File: src/rrx_map.svh
// opcode constants, register widths and reset values for the transfer/exchange block
// Functional notes
// - The decrement exchange swaps A with RAM at the data pointer and sets X to X xor j in one cycle.
// - The decrement exchange also lowers Y by one and skips the next instruction when Y becomes 15.
// - The increment exchange swaps A with RAM at the data pointer and sets X to X xor j.
// - The increment exchange raises Y by one and skips the next instruction when Y becomes 0.
// - After the increment exchange a nonzero Y lets the next instruction run normally.
// - The increment exchange is a one-word, one-cycle instruction that leaves carry untouched.
// - Four one-cycle moves: A from B, B from A, A from Y and Y from A.
// - Opcode 0x01A loads E upper nibble from B and E lower nibble from A.
// - Opcode 0x02A loads B from E upper nibble and A from E lower nibble.
// - Opcode 0x051 copies the direction register into A with A3 cleared; 0x029 writes A2..A0 into it.
`ifndef RRX_MAP_SVH
`define RRX_MAP_SVH
`define OPC_XCHG_DEC_HI   6'h2F
`define OPC_XCHG_INC_HI   6'h2E
`define OPC_ACC_FROM_B    10'h01E
`define OPC_B_FROM_ACC    10'h00E
`define OPC_ACC_FROM_Y    10'h01F
`define OPC_Y_FROM_ACC    10'h00C
`define OPC_EXT_FROM_BA   10'h01A
`define OPC_BA_FROM_EXT   10'h02A
`define OPC_DIR_FROM_ACC  10'h029
`define OPC_ACC_FROM_DIR  10'h051
`define NIB_ZERO          4'h0
`define NIB_ONE           4'h1
`define NIB_MAX           4'hF
`define EXT_RST           8'h00
`define DIR_RST           3'h0
`define IMM_MSB           3
`define IMM_LSB           0
`define EXT_HI_MSB        7
`define EXT_HI_LSB        4
`define EXT_LO_MSB        3
`define EXT_LO_LSB        0
`define DIR_MSB           2
`define ACC_TOP           3
`endif

File: src/rrx_pkg.sv
// types shared by the transfer/exchange block
package rrx_pkg;
  typedef enum logic [3:0] {
    OP_NONE     = 4'b0000,
    OP_XCHG_DEC = 4'b0001,
    OP_XCHG_INC = 4'b0010,
    OP_A_FROM_B = 4'b0011,
    OP_B_FROM_A = 4'b0100,
    OP_A_FROM_Y = 4'b0101,
    OP_Y_FROM_A = 4'b0110,
    OP_E_FROM_BA = 4'b0111,
    OP_BA_FROM_E = 4'b1000,
    OP_D_FROM_A = 4'b1001,
    OP_A_FROM_D = 4'b1010
  } op_t;
  typedef struct packed {
    logic [3:0] acc;
    logic [3:0] b;
    logic [3:0] x;
    logic [3:0] y;
    logic [7:0] ext;
    logic [2:0] dir;
  } regs_t;
endpackage : rrx_pkg

File: src/rrx_decode.sv
// opcode classifier for the transfer/exchange group
`timescale 1ns/1ps
`include "rrx_map.svh"
module rrx_decode
  import rrx_pkg::*;
(
  // instruction word
  input  wire logic [9:0] code,
  // decoded operation
  output op_t             op
);
  function automatic op_t classify(input logic [9:0] c);
    op_t r;
    r = OP_NONE;
    if (c[9:4] == `OPC_XCHG_DEC_HI) r = OP_XCHG_DEC;
    else if (c[9:4] == `OPC_XCHG_INC_HI) r = OP_XCHG_INC;
    else begin
      case (c)
        `OPC_ACC_FROM_B:   r = OP_A_FROM_B;
        `OPC_B_FROM_ACC:   r = OP_B_FROM_A;
        `OPC_ACC_FROM_Y:   r = OP_A_FROM_Y;
        `OPC_Y_FROM_ACC:   r = OP_Y_FROM_A;
        `OPC_EXT_FROM_BA:  r = OP_E_FROM_BA;
        `OPC_BA_FROM_EXT:  r = OP_BA_FROM_E;
        `OPC_DIR_FROM_ACC: r = OP_D_FROM_A;
        `OPC_ACC_FROM_DIR: r = OP_A_FROM_D;
        default:           r = OP_NONE;
      endcase
    end
    return r;
  endfunction : classify

  assign op = classify(code);
endmodule : rrx_decode

File: src/rrx_exec.sv
// execution of register transfers and accumulator/RAM exchanges
`timescale 1ns/1ps
`include "rrx_map.svh"
module rrx_exec
  import rrx_pkg::*;
(
  // clock and reset
  input  wire logic       CLK,
  input  wire logic       SYS_RST,
  // instruction from fetch, one per cycle
  input  wire logic       INSN_VALID,
  input  wire logic [9:0] INSN_CODE,
  // RAM nibble at the data pointer
  input  wire logic [3:0] MEM_RDATA,
  output logic            MEM_WE,
  output logic [3:0]      MEM_WDATA,
  // architectural registers
  output logic [3:0]      ACC,
  output logic [3:0]      B_REG,
  output logic [3:0]      X_REG,
  output logic [3:0]      Y_REG,
  output logic [7:0]      EXT_REG,
  output logic [2:0]      DIR_REG,
  // status
  output logic            SKIP_PENDING,
  output logic            INSN_SKIPPED,
  output logic            CARRY_WE
);
  op_t        op;
  regs_t      r_ff;
  regs_t      nxt_r;
  logic       skip_ff;
  logic       nxt_skip;
  logic       skipped_ff;
  wire        live;
  wire  [3:0] y_dec;
  wire  [3:0] y_inc;
  wire  [3:0] x_new;

  rrx_decode u_dec (
    .code (INSN_CODE),
    .op   (op)
  );

  assign live  = INSN_VALID && !skip_ff;
  assign y_dec = r_ff.y - `NIB_ONE;
  assign y_inc = r_ff.y + `NIB_ONE;
  assign x_new = r_ff.x ^ INSN_CODE[`IMM_MSB:`IMM_LSB];

  always_comb begin
    nxt_r    = r_ff;
    nxt_skip = skip_ff;
    if (INSN_VALID) begin
      nxt_skip = 1'b0;
    end
    if (live) begin
      case (op)
        OP_XCHG_DEC: begin
          nxt_r.acc = MEM_RDATA;
          nxt_r.x   = x_new;
          nxt_r.y   = y_dec;
          nxt_skip  = (y_dec == `NIB_MAX);
        end
        OP_XCHG_INC: begin
          nxt_r.acc = MEM_RDATA;
          nxt_r.x   = x_new;
          nxt_r.y   = y_inc;
          nxt_skip  = (y_inc == `NIB_ZERO);
        end
        OP_A_FROM_B: nxt_r.acc = r_ff.b;
        OP_B_FROM_A: nxt_r.b = r_ff.acc;
        OP_A_FROM_Y: nxt_r.acc = r_ff.y;
        OP_Y_FROM_A: nxt_r.y = r_ff.acc;
        // pack b and acc into e
        OP_E_FROM_BA: nxt_r.ext = {r_ff.b, r_ff.acc};
        // unpack e into b and acc
        OP_BA_FROM_E: begin
          nxt_r.b   = r_ff.ext[`EXT_HI_MSB:`EXT_HI_LSB];
          nxt_r.acc = r_ff.ext[`EXT_LO_MSB:`EXT_LO_LSB];
        end
        OP_D_FROM_A: nxt_r.dir = r_ff.acc[`DIR_MSB:0];
        OP_A_FROM_D: nxt_r.acc = {1'b0, r_ff.dir};
        default: nxt_r = r_ff;
      endcase
    end
  end

  always_ff @(posedge CLK) begin
    if (SYS_RST) begin
      r_ff         <= '{acc: `NIB_ZERO, b: `NIB_ZERO, x: `NIB_ZERO, y: `NIB_ZERO,
                        ext: `EXT_RST, dir: `DIR_RST};
      skip_ff      <= 1'b0;
      skipped_ff   <= 1'b0;
    end else begin
      r_ff         <= nxt_r;
      skip_ff      <= nxt_skip;
      skipped_ff   <= INSN_VALID && skip_ff;
    end
  end

  // memory write is combinational in the exchange cycle so ram sees old acc
  assign MEM_WE       = live && (op == OP_XCHG_DEC || op == OP_XCHG_INC);
  assign MEM_WDATA    = r_ff.acc;
  assign ACC          = r_ff.acc;
  assign B_REG        = r_ff.b;
  assign X_REG        = r_ff.x;
  assign Y_REG        = r_ff.y;
  assign EXT_REG      = r_ff.ext;
  assign DIR_REG      = r_ff.dir;
  assign SKIP_PENDING = skip_ff;
  assign INSN_SKIPPED = skipped_ff;
  assign CARRY_WE     = 1'b0;

  property p_dec_swap;
    @(posedge CLK) disable iff (SYS_RST)
      (live && op == OP_XCHG_DEC) |=> (ACC == $past(MEM_RDATA)) &&
        (X_REG == ($past(X_REG) ^ $past(INSN_CODE[`IMM_MSB:`IMM_LSB])));
  endproperty
  a_dec_swap: assert property (p_dec_swap) else $error("dec exchange wrong");

  property p_dec_skip;
    @(posedge CLK) disable iff (SYS_RST)
      (live && op == OP_XCHG_DEC) |=> (Y_REG == $past(Y_REG) - `NIB_ONE) &&
        (SKIP_PENDING == (Y_REG == `NIB_MAX));
  endproperty
  a_dec_skip: assert property (p_dec_skip) else $error("dec skip wrong");

  property p_inc_swap;
    @(posedge CLK) disable iff (SYS_RST)
      (live && op == OP_XCHG_INC) |-> MEM_WE ##1 (ACC == $past(MEM_RDATA));
  endproperty
  a_inc_swap: assert property (p_inc_swap) else $error("inc exchange wrong");

  property p_inc_skip;
    @(posedge CLK) disable iff (SYS_RST)
      (live && op == OP_XCHG_INC && Y_REG == `NIB_MAX) |=> SKIP_PENDING;
  endproperty
  a_inc_skip: assert property (p_inc_skip) else $error("inc skip missing");

  property p_inc_noskip;
    @(posedge CLK) disable iff (SYS_RST)
      (live && op == OP_XCHG_INC && Y_REG != `NIB_MAX) |=> !SKIP_PENDING && Y_REG != `NIB_ZERO;
  endproperty
  a_inc_noskip: assert property (p_inc_noskip) else $error("inc spurious skip");

  property p_moves;
    @(posedge CLK) disable iff (SYS_RST)
      (live && op == OP_A_FROM_Y) |=> (ACC == $past(Y_REG)) && $stable(Y_REG);
  endproperty
  a_moves: assert property (p_moves) else $error("acc from y wrong");

  property p_ext_pack;
    @(posedge CLK) disable iff (SYS_RST)
      (live && op == OP_E_FROM_BA) |=> EXT_REG == {$past(B_REG), $past(ACC)};
  endproperty
  a_ext_pack: assert property (p_ext_pack) else $error("ext pack wrong");

  property p_ext_unpack;
    @(posedge CLK) disable iff (SYS_RST)
      (live && op == OP_BA_FROM_E) |=>
        (B_REG == $past(EXT_REG[`EXT_HI_MSB:`EXT_HI_LSB])) &&
        (ACC == $past(EXT_REG[`EXT_LO_MSB:`EXT_LO_LSB])) && $stable(EXT_REG);
  endproperty
  a_ext_unpack: assert property (p_ext_unpack) else $error("ext unpack wrong");

  property p_dir;
    @(posedge CLK) disable iff (SYS_RST)
      (live && op == OP_A_FROM_D) |=> (ACC[`ACC_TOP] == 1'b0) && (ACC[`DIR_MSB:0] == DIR_REG);
  endproperty
  a_dir: assert property (p_dir) else $error("acc from dir wrong");

  property p_squash;
    @(posedge CLK) disable iff (SYS_RST)
      (INSN_VALID && SKIP_PENDING) |-> !MEM_WE ##1 ($stable(ACC) && $stable(Y_REG) && INSN_SKIPPED);
  endproperty
  a_squash: assert property (p_squash) else $error("skipped word executed");

  property p_carry;
    @(posedge CLK) disable iff (SYS_RST) !CARRY_WE [*2];
  endproperty
  a_carry: assert property (p_carry) else $error("carry touched");

  // write data must be the old acc, not the swapped-in nibble
  property p_dec_wr;
    @(posedge CLK) disable iff (SYS_RST)
      (live && op == OP_XCHG_DEC) |-> MEM_WE && (MEM_WDATA == ACC);
  endproperty
  a_dec_wr: assert property (p_dec_wr) else $error("dec write wrong");

  property p_dec_noskip;
    @(posedge CLK) disable iff (SYS_RST)
      (live && op == OP_XCHG_DEC && Y_REG != `NIB_ZERO) |=> !SKIP_PENDING;
  endproperty
  a_dec_noskip: assert property (p_dec_noskip) else $error("dec spurious skip");

  property p_dec_keep;
    @(posedge CLK) disable iff (SYS_RST)
      (live && op == OP_XCHG_DEC) |=> $stable(B_REG) && $stable(EXT_REG) && $stable(DIR_REG);
  endproperty
  a_dec_keep: assert property (p_dec_keep) else $error("dec touched other reg");

  property p_inc_xor;
    @(posedge CLK) disable iff (SYS_RST)
      (live && op == OP_XCHG_INC) |=>
        X_REG == ($past(X_REG) ^ $past(INSN_CODE[`IMM_MSB:`IMM_LSB]));
  endproperty
  a_inc_xor: assert property (p_inc_xor) else $error("inc xor wrong");

  property p_inc_wr;
    @(posedge CLK) disable iff (SYS_RST)
      (live && op == OP_XCHG_INC) |-> MEM_WDATA == ACC;
  endproperty
  a_inc_wr: assert property (p_inc_wr) else $error("inc write wrong");

  property p_inc_keep;
    @(posedge CLK) disable iff (SYS_RST)
      (live && op == OP_XCHG_INC) |=> $stable(B_REG) && $stable(EXT_REG) && $stable(DIR_REG);
  endproperty
  a_inc_keep: assert property (p_inc_keep) else $error("inc touched other reg");

  property p_inc_y;
    @(posedge CLK) disable iff (SYS_RST)
      (live && op == OP_XCHG_INC) |=> Y_REG == $past(Y_REG) + `NIB_ONE;
  endproperty
  a_inc_y: assert property (p_inc_y) else $error("inc y wrong");

  property p_inc_carry;
    @(posedge CLK) disable iff (SYS_RST)
      (live && op == OP_XCHG_INC) |-> !CARRY_WE;
  endproperty
  a_inc_carry: assert property (p_inc_carry) else $error("inc wrote carry");

  property p_a_from_b;
    @(posedge CLK) disable iff (SYS_RST)
      (live && op == OP_A_FROM_B) |=> (ACC == $past(B_REG)) && $stable(B_REG);
  endproperty
  a_a_from_b: assert property (p_a_from_b) else $error("acc from b wrong");

  property p_b_from_a;
    @(posedge CLK) disable iff (SYS_RST)
      (live && op == OP_B_FROM_A) |=> (B_REG == $past(ACC)) && $stable(ACC);
  endproperty
  a_b_from_a: assert property (p_b_from_a) else $error("b from acc wrong");

  property p_y_from_a;
    @(posedge CLK) disable iff (SYS_RST)
      (live && op == OP_Y_FROM_A) |=> (Y_REG == $past(ACC)) && $stable(ACC);
  endproperty
  a_y_from_a: assert property (p_y_from_a) else $error("y from acc wrong");

  property p_moves_no_we;
    @(posedge CLK) disable iff (SYS_RST)
      MEM_WE |-> live && (op == OP_XCHG_DEC || op == OP_XCHG_INC);
  endproperty
  a_moves_no_we: assert property (p_moves_no_we) else $error("stray ram write");

  property p_dir_wr;
    @(posedge CLK) disable iff (SYS_RST)
      (live && op == OP_D_FROM_A) |=> (DIR_REG == $past(ACC[`DIR_MSB:0])) && $stable(ACC);
  endproperty
  a_dir_wr: assert property (p_dir_wr) else $error("dir from acc wrong");

  // gaps in the word stream must neither execute nor eat a skip
  property p_idle_hold;
    @(posedge CLK) disable iff (SYS_RST)
      !INSN_VALID |=> $stable(ACC) && $stable(Y_REG) && $stable(X_REG) && $stable(SKIP_PENDING);
  endproperty
  a_idle_hold: assert property (p_idle_hold) else $error("idle cycle changed state");

  property p_skip_clear;
    @(posedge CLK) disable iff (SYS_RST)
      (INSN_VALID && SKIP_PENDING) |=> !SKIP_PENDING;
  endproperty
  a_skip_clear: assert property (p_skip_clear) else $error("skip not consumed");

  property p_skipped_only;
    @(posedge CLK) disable iff (SYS_RST)
      !(INSN_VALID && SKIP_PENDING) |=> !INSN_SKIPPED;
  endproperty
  a_skipped_only: assert property (p_skipped_only) else $error("spurious skipped pulse");

  // unlisted words are no-ops, nothing may move
  property p_unlisted;
    @(posedge CLK) disable iff (SYS_RST)
      (live && op == OP_NONE) |=> $stable(ACC) && $stable(B_REG) && $stable(Y_REG) &&
        $stable(EXT_REG) && $stable(DIR_REG) && !SKIP_PENDING;
  endproperty
  a_unlisted: assert property (p_unlisted) else $error("unlisted word acted");

  property p_y_wrap;
    @(posedge CLK) disable iff (SYS_RST)
      (live && op == OP_XCHG_INC && Y_REG == `NIB_MAX) |=> Y_REG == `NIB_ZERO;
  endproperty
  a_y_wrap: assert property (p_y_wrap) else $error("y did not wrap");
endmodule : rrx_exec

File: config.mk
export PLATFORM = sky130hd
export DESIGN_NAME = rrx_exec
export DESIGN_NICKNAME = d
export VERILOG_FILES = /design/src/rrx_pkg.sv /design/src/rrx_decode.sv /design/src/rrx_exec.sv
export VERILOG_INCLUDE_DIRS = /design/src /design/src/src
export SDC_FILE = /design/constraint.sdc
export NUM_CORES = 1
export LEC_CHECK = 0
export ABC_AREA = 1
export BUFFER_PORTS_ARGS = -buffer_cell sky130_fd_sc_hd__buf_2
export CAP_MARGIN = 20
export CORE_ASPECT_RATIO = 1.25
export CORE_MARGIN = 2
export CORE_UTILIZATION = 47
export CTS_CLUSTER_DIAMETER = 100
export DETAILED_ROUTE_END_ITERATION = 10
export HOLD_SLACK_MARGIN = 0.12
export PLACE_DENSITY_LB_ADDON = 0.08
export SYNTH_ARGS = -nofsm -noshare
export SYNTH_HDL_FRONTEND = slang
export SYNTH_SLANG_ARGS = --single-unit
File: constraint.sdc
create_clock -name CLK -period 1.4 [get_ports CLK]
set_clock_uncertainty 0.05 [all_clocks]
set_input_delay 0.14 -clock CLK [delete_from_list [all_inputs] [get_ports CLK]]
set_output_delay 0.14 -clock CLK [all_outputs]
set_load 0.1 [all_outputs]
==> flow_summary.yaml <==
critical_path:
  required_ns: 1.21
  crit_chain: "nor2_4, nand2_2, buf_6, inv_12, buf_12"
  cp_max_fo: 3
  critical_path_class: "reg2out"
  arrival_ns: 1.20
  cpMaxStageDelayCell: "dfxtp_4"
  worst_setup_path_end_kind: "output port"
  max_stage_delay_ns: 0.35
  startpoint_type: "flop"
clock_network:
  clk_pin_slew_worst_paths_ns: 0.07
  clockRootBuffer: "clkbuf_8"
  htreeDepth: 2
  clk_latency_ns: 0.29
  tritoncts: "done"
  cts_buffer_depth: 2
  clock-sinks: 29
  cts_inserted_buffers: 5
route:
  routed-wl-met3_um: 253
  via_per_inst: 4.90
  drtAntennaViolNets: 0
  wl_met2_um: 2590
  wl_per_cell_um: 12.3
  drc: 0
  drt-total-wl_um: 5220
  wl_met1_um: 2280
  drtIter0Drc: 90
  dr.pass1.iters: 4
  highest_layer: "met4"
  dr_total_vias: 2081
timing:
  timing.hold.ws_ns: 0.127
  hold_viol_final: 0
  setup_tns_ns: 0
  layout_setup_ws_ns: 0.00710
  layout_min_cycle_time_ns: 1.39
  rsz0062_at_grt: "true"
  finalSetupViolations: 0
  fmax_ghz: 0.718
  slew_violations: 0
  fin_crit_sh: 0.995
grt:
  antenna_found_initial: 0
  grt_pass1_vias: 1931
  grt.overflow.total: 0
  grt_max_degree: 18
  track_usage: 0.249
  grt_pass1_wl_um: 8410
final_layout:
  final_cell_mix: "nand2_1 (75), buf_2 (48), inv_1 (36)"
  nets: 391
  n_antenna_cell: 0
  fillers: 359
  drive_above_1_share: 0.380
  layout_commonest_cell: "nand2_1"
  postLayoutCellArea_um2: 2560
  area_growth_pct: 38.5
floorplanning:
  dieWidth_um: 60.1
  rows: 25
  start_util: 0.488
  die_area_um2: 4450
  num_io_pins: 52
  design.core.area_um2: 3780
  die_y_um: 74.1
logic_synthesis:
  ys_types: 29
  synth_flop_cell: "dfxtp_1"
  synth_top_cell_area_share: 0.314
  synthesis.area_um2: 1850
  synth_seq_cells: 29
  yosys_warnings: 0
  syn_nets: 315
  async_reset_ff_frac: 0
  synth-edff-count: 0
  synth-seq-area-share: 0.314
  synthCells: 294
  syn_area_per_cell_um2: 6.28
  synth_area_leaders: "dfxtp_1 (31%), nand2_1 (15%), inv_1 (7.7%)"
  synth_top_area_cell: "dfxtp_1"
placement:
  place_area_um2: 2330
  place.gp.congestion: 0.864
  portBuffers: 50
  pre_cts_ws_ns: -0.0926
  dp_hpwl_um: 3920
power_and_ir_drop:
  intPower_mw: 1.24
  pwr_density_cell_nw_per_um2: 684
  p_seq_frac: 0.473
  p_leak_nw: 1.24
  p_clk_frac: 0.392
  p_total_mw: 1.75
  switching_power_uw: 511
  p_sw_frac: 0.292
  combPwrFrac: 0.135
  peakVddDrop_v: 0.000709
run:
  drv_cap: 0
run_status:
  run_status: "complete, no violations"
hold_path:
  hp-class: "in2reg"
power by group through the flow:
stage	combinational, mW	sequential [mW]	clock, mW
floorplan	0.123	0.877	0
finish	0.236	0.827	0.685
detailed placement	0.221	0.847	0
CTS	0.229	0.827	0.698
global route	0.257	0.828	0.726
global placement	0.220	0.847	0
Yosys cell counts, types with 2 or more instances:
| library cell | count |
|---|---|
| a21oi_1 | 19 |
| inv_1 | 38 |
| nand3_1 | 21 |
| dfxtp_1 | 29 |
| nand4_1 | 10 |
| inv_2 | 4 |
| o21ai_0 | 18 |
| buf_2 | 2 |
| nand2_1 | 76 |
| nor2_4 | 2 |
| and3_1 | 4 |
| ha_1 | 4 |
| xor2_1 | 3 |
| clkbuf_1 | 2 |
| nor2_2 | 6 |
| nor2_1 | 34 |
| nor3_1 | 3 |
| nand2_2 | 3 |
| buf_4 | 6 |
sequential cells by signal (all words and copies together) (netlist names):
register      count
Y_REG             4
SKIP_PENDING      1
ACC               4
B_REG             4
EXT_REG           8
X_REG             4
DIR_REG           3
INSN_SKIPPED      1
layout make-up:
class,instances,area [um^2],area share
multi-input cells,212,1090,0.426
inverters,42,175,0.0685
clock buffers,5,68.8,0.0269
clock inverters,3,16.3,0.00636
flip-flops and latches,29,627,0.245
well taps,54,67.6,0.0264
repair buffers,80,514,0.201
kinds of logic after synthesis:
family / share of synthesized area
DFF: 0.314
buffers and inverters: 0.125
other: 0.00203
and+or+nand+nor: 0.394
AOI/OAI and AO/OA: 0.118
adders and majority gates: 0.0271
xor gates and xnor gates: 0.0190
final timing paths:
| check | depth (start not counted) | from | slack [ns] | to |
|---|---|---|---|---|
| worst max-delay path | 5 | SKIP_PENDING | 0.007 | MEM_WE |
| worst min-delay path | 5 | MEM_RDATA[1] | 0.13 | ACC[1] |
| worst max register to register | 8 | Y_REG[1] | 0.03 | SKIP_PENDING |
| worst min register to register | 2 | EXT_REG[4] | 0.42 | EXT_REG[4] |
worst max-delay path, delay by kind of cell, from the launching register on:
kind | cells | cell delay (ns)
and+or+nand+nor | 2 | 0.20
buffers and inverters | 3 | 0.36
DFF | 1 | 0.35
per-stage QoR:
step           cells   util
2_1_floorplan    294      -
3_3_place_gp     404  0.616
3_5_place_dp     404  0.616
4_1_cts          420  0.657
5_1_grt          425  0.676
6_report         425  0.676
timing repair:
action / CTS / global route
endpoints found under the setup margin: 3 / 14
setup buffers: 6 / 5
hold endpoints to repair: 2 / 0
gates resized for setup: 2 / 4
pin swaps: 1 / 5
hold buffers: 2 / 0
layer usage:
layer,vias up,track usage
met3,8,0.0400
met5,-,0
met2,53,0.435
met4,0,0.101
met1,942,0.301
li1,1078,-
(Power assumes the default switching activity.)
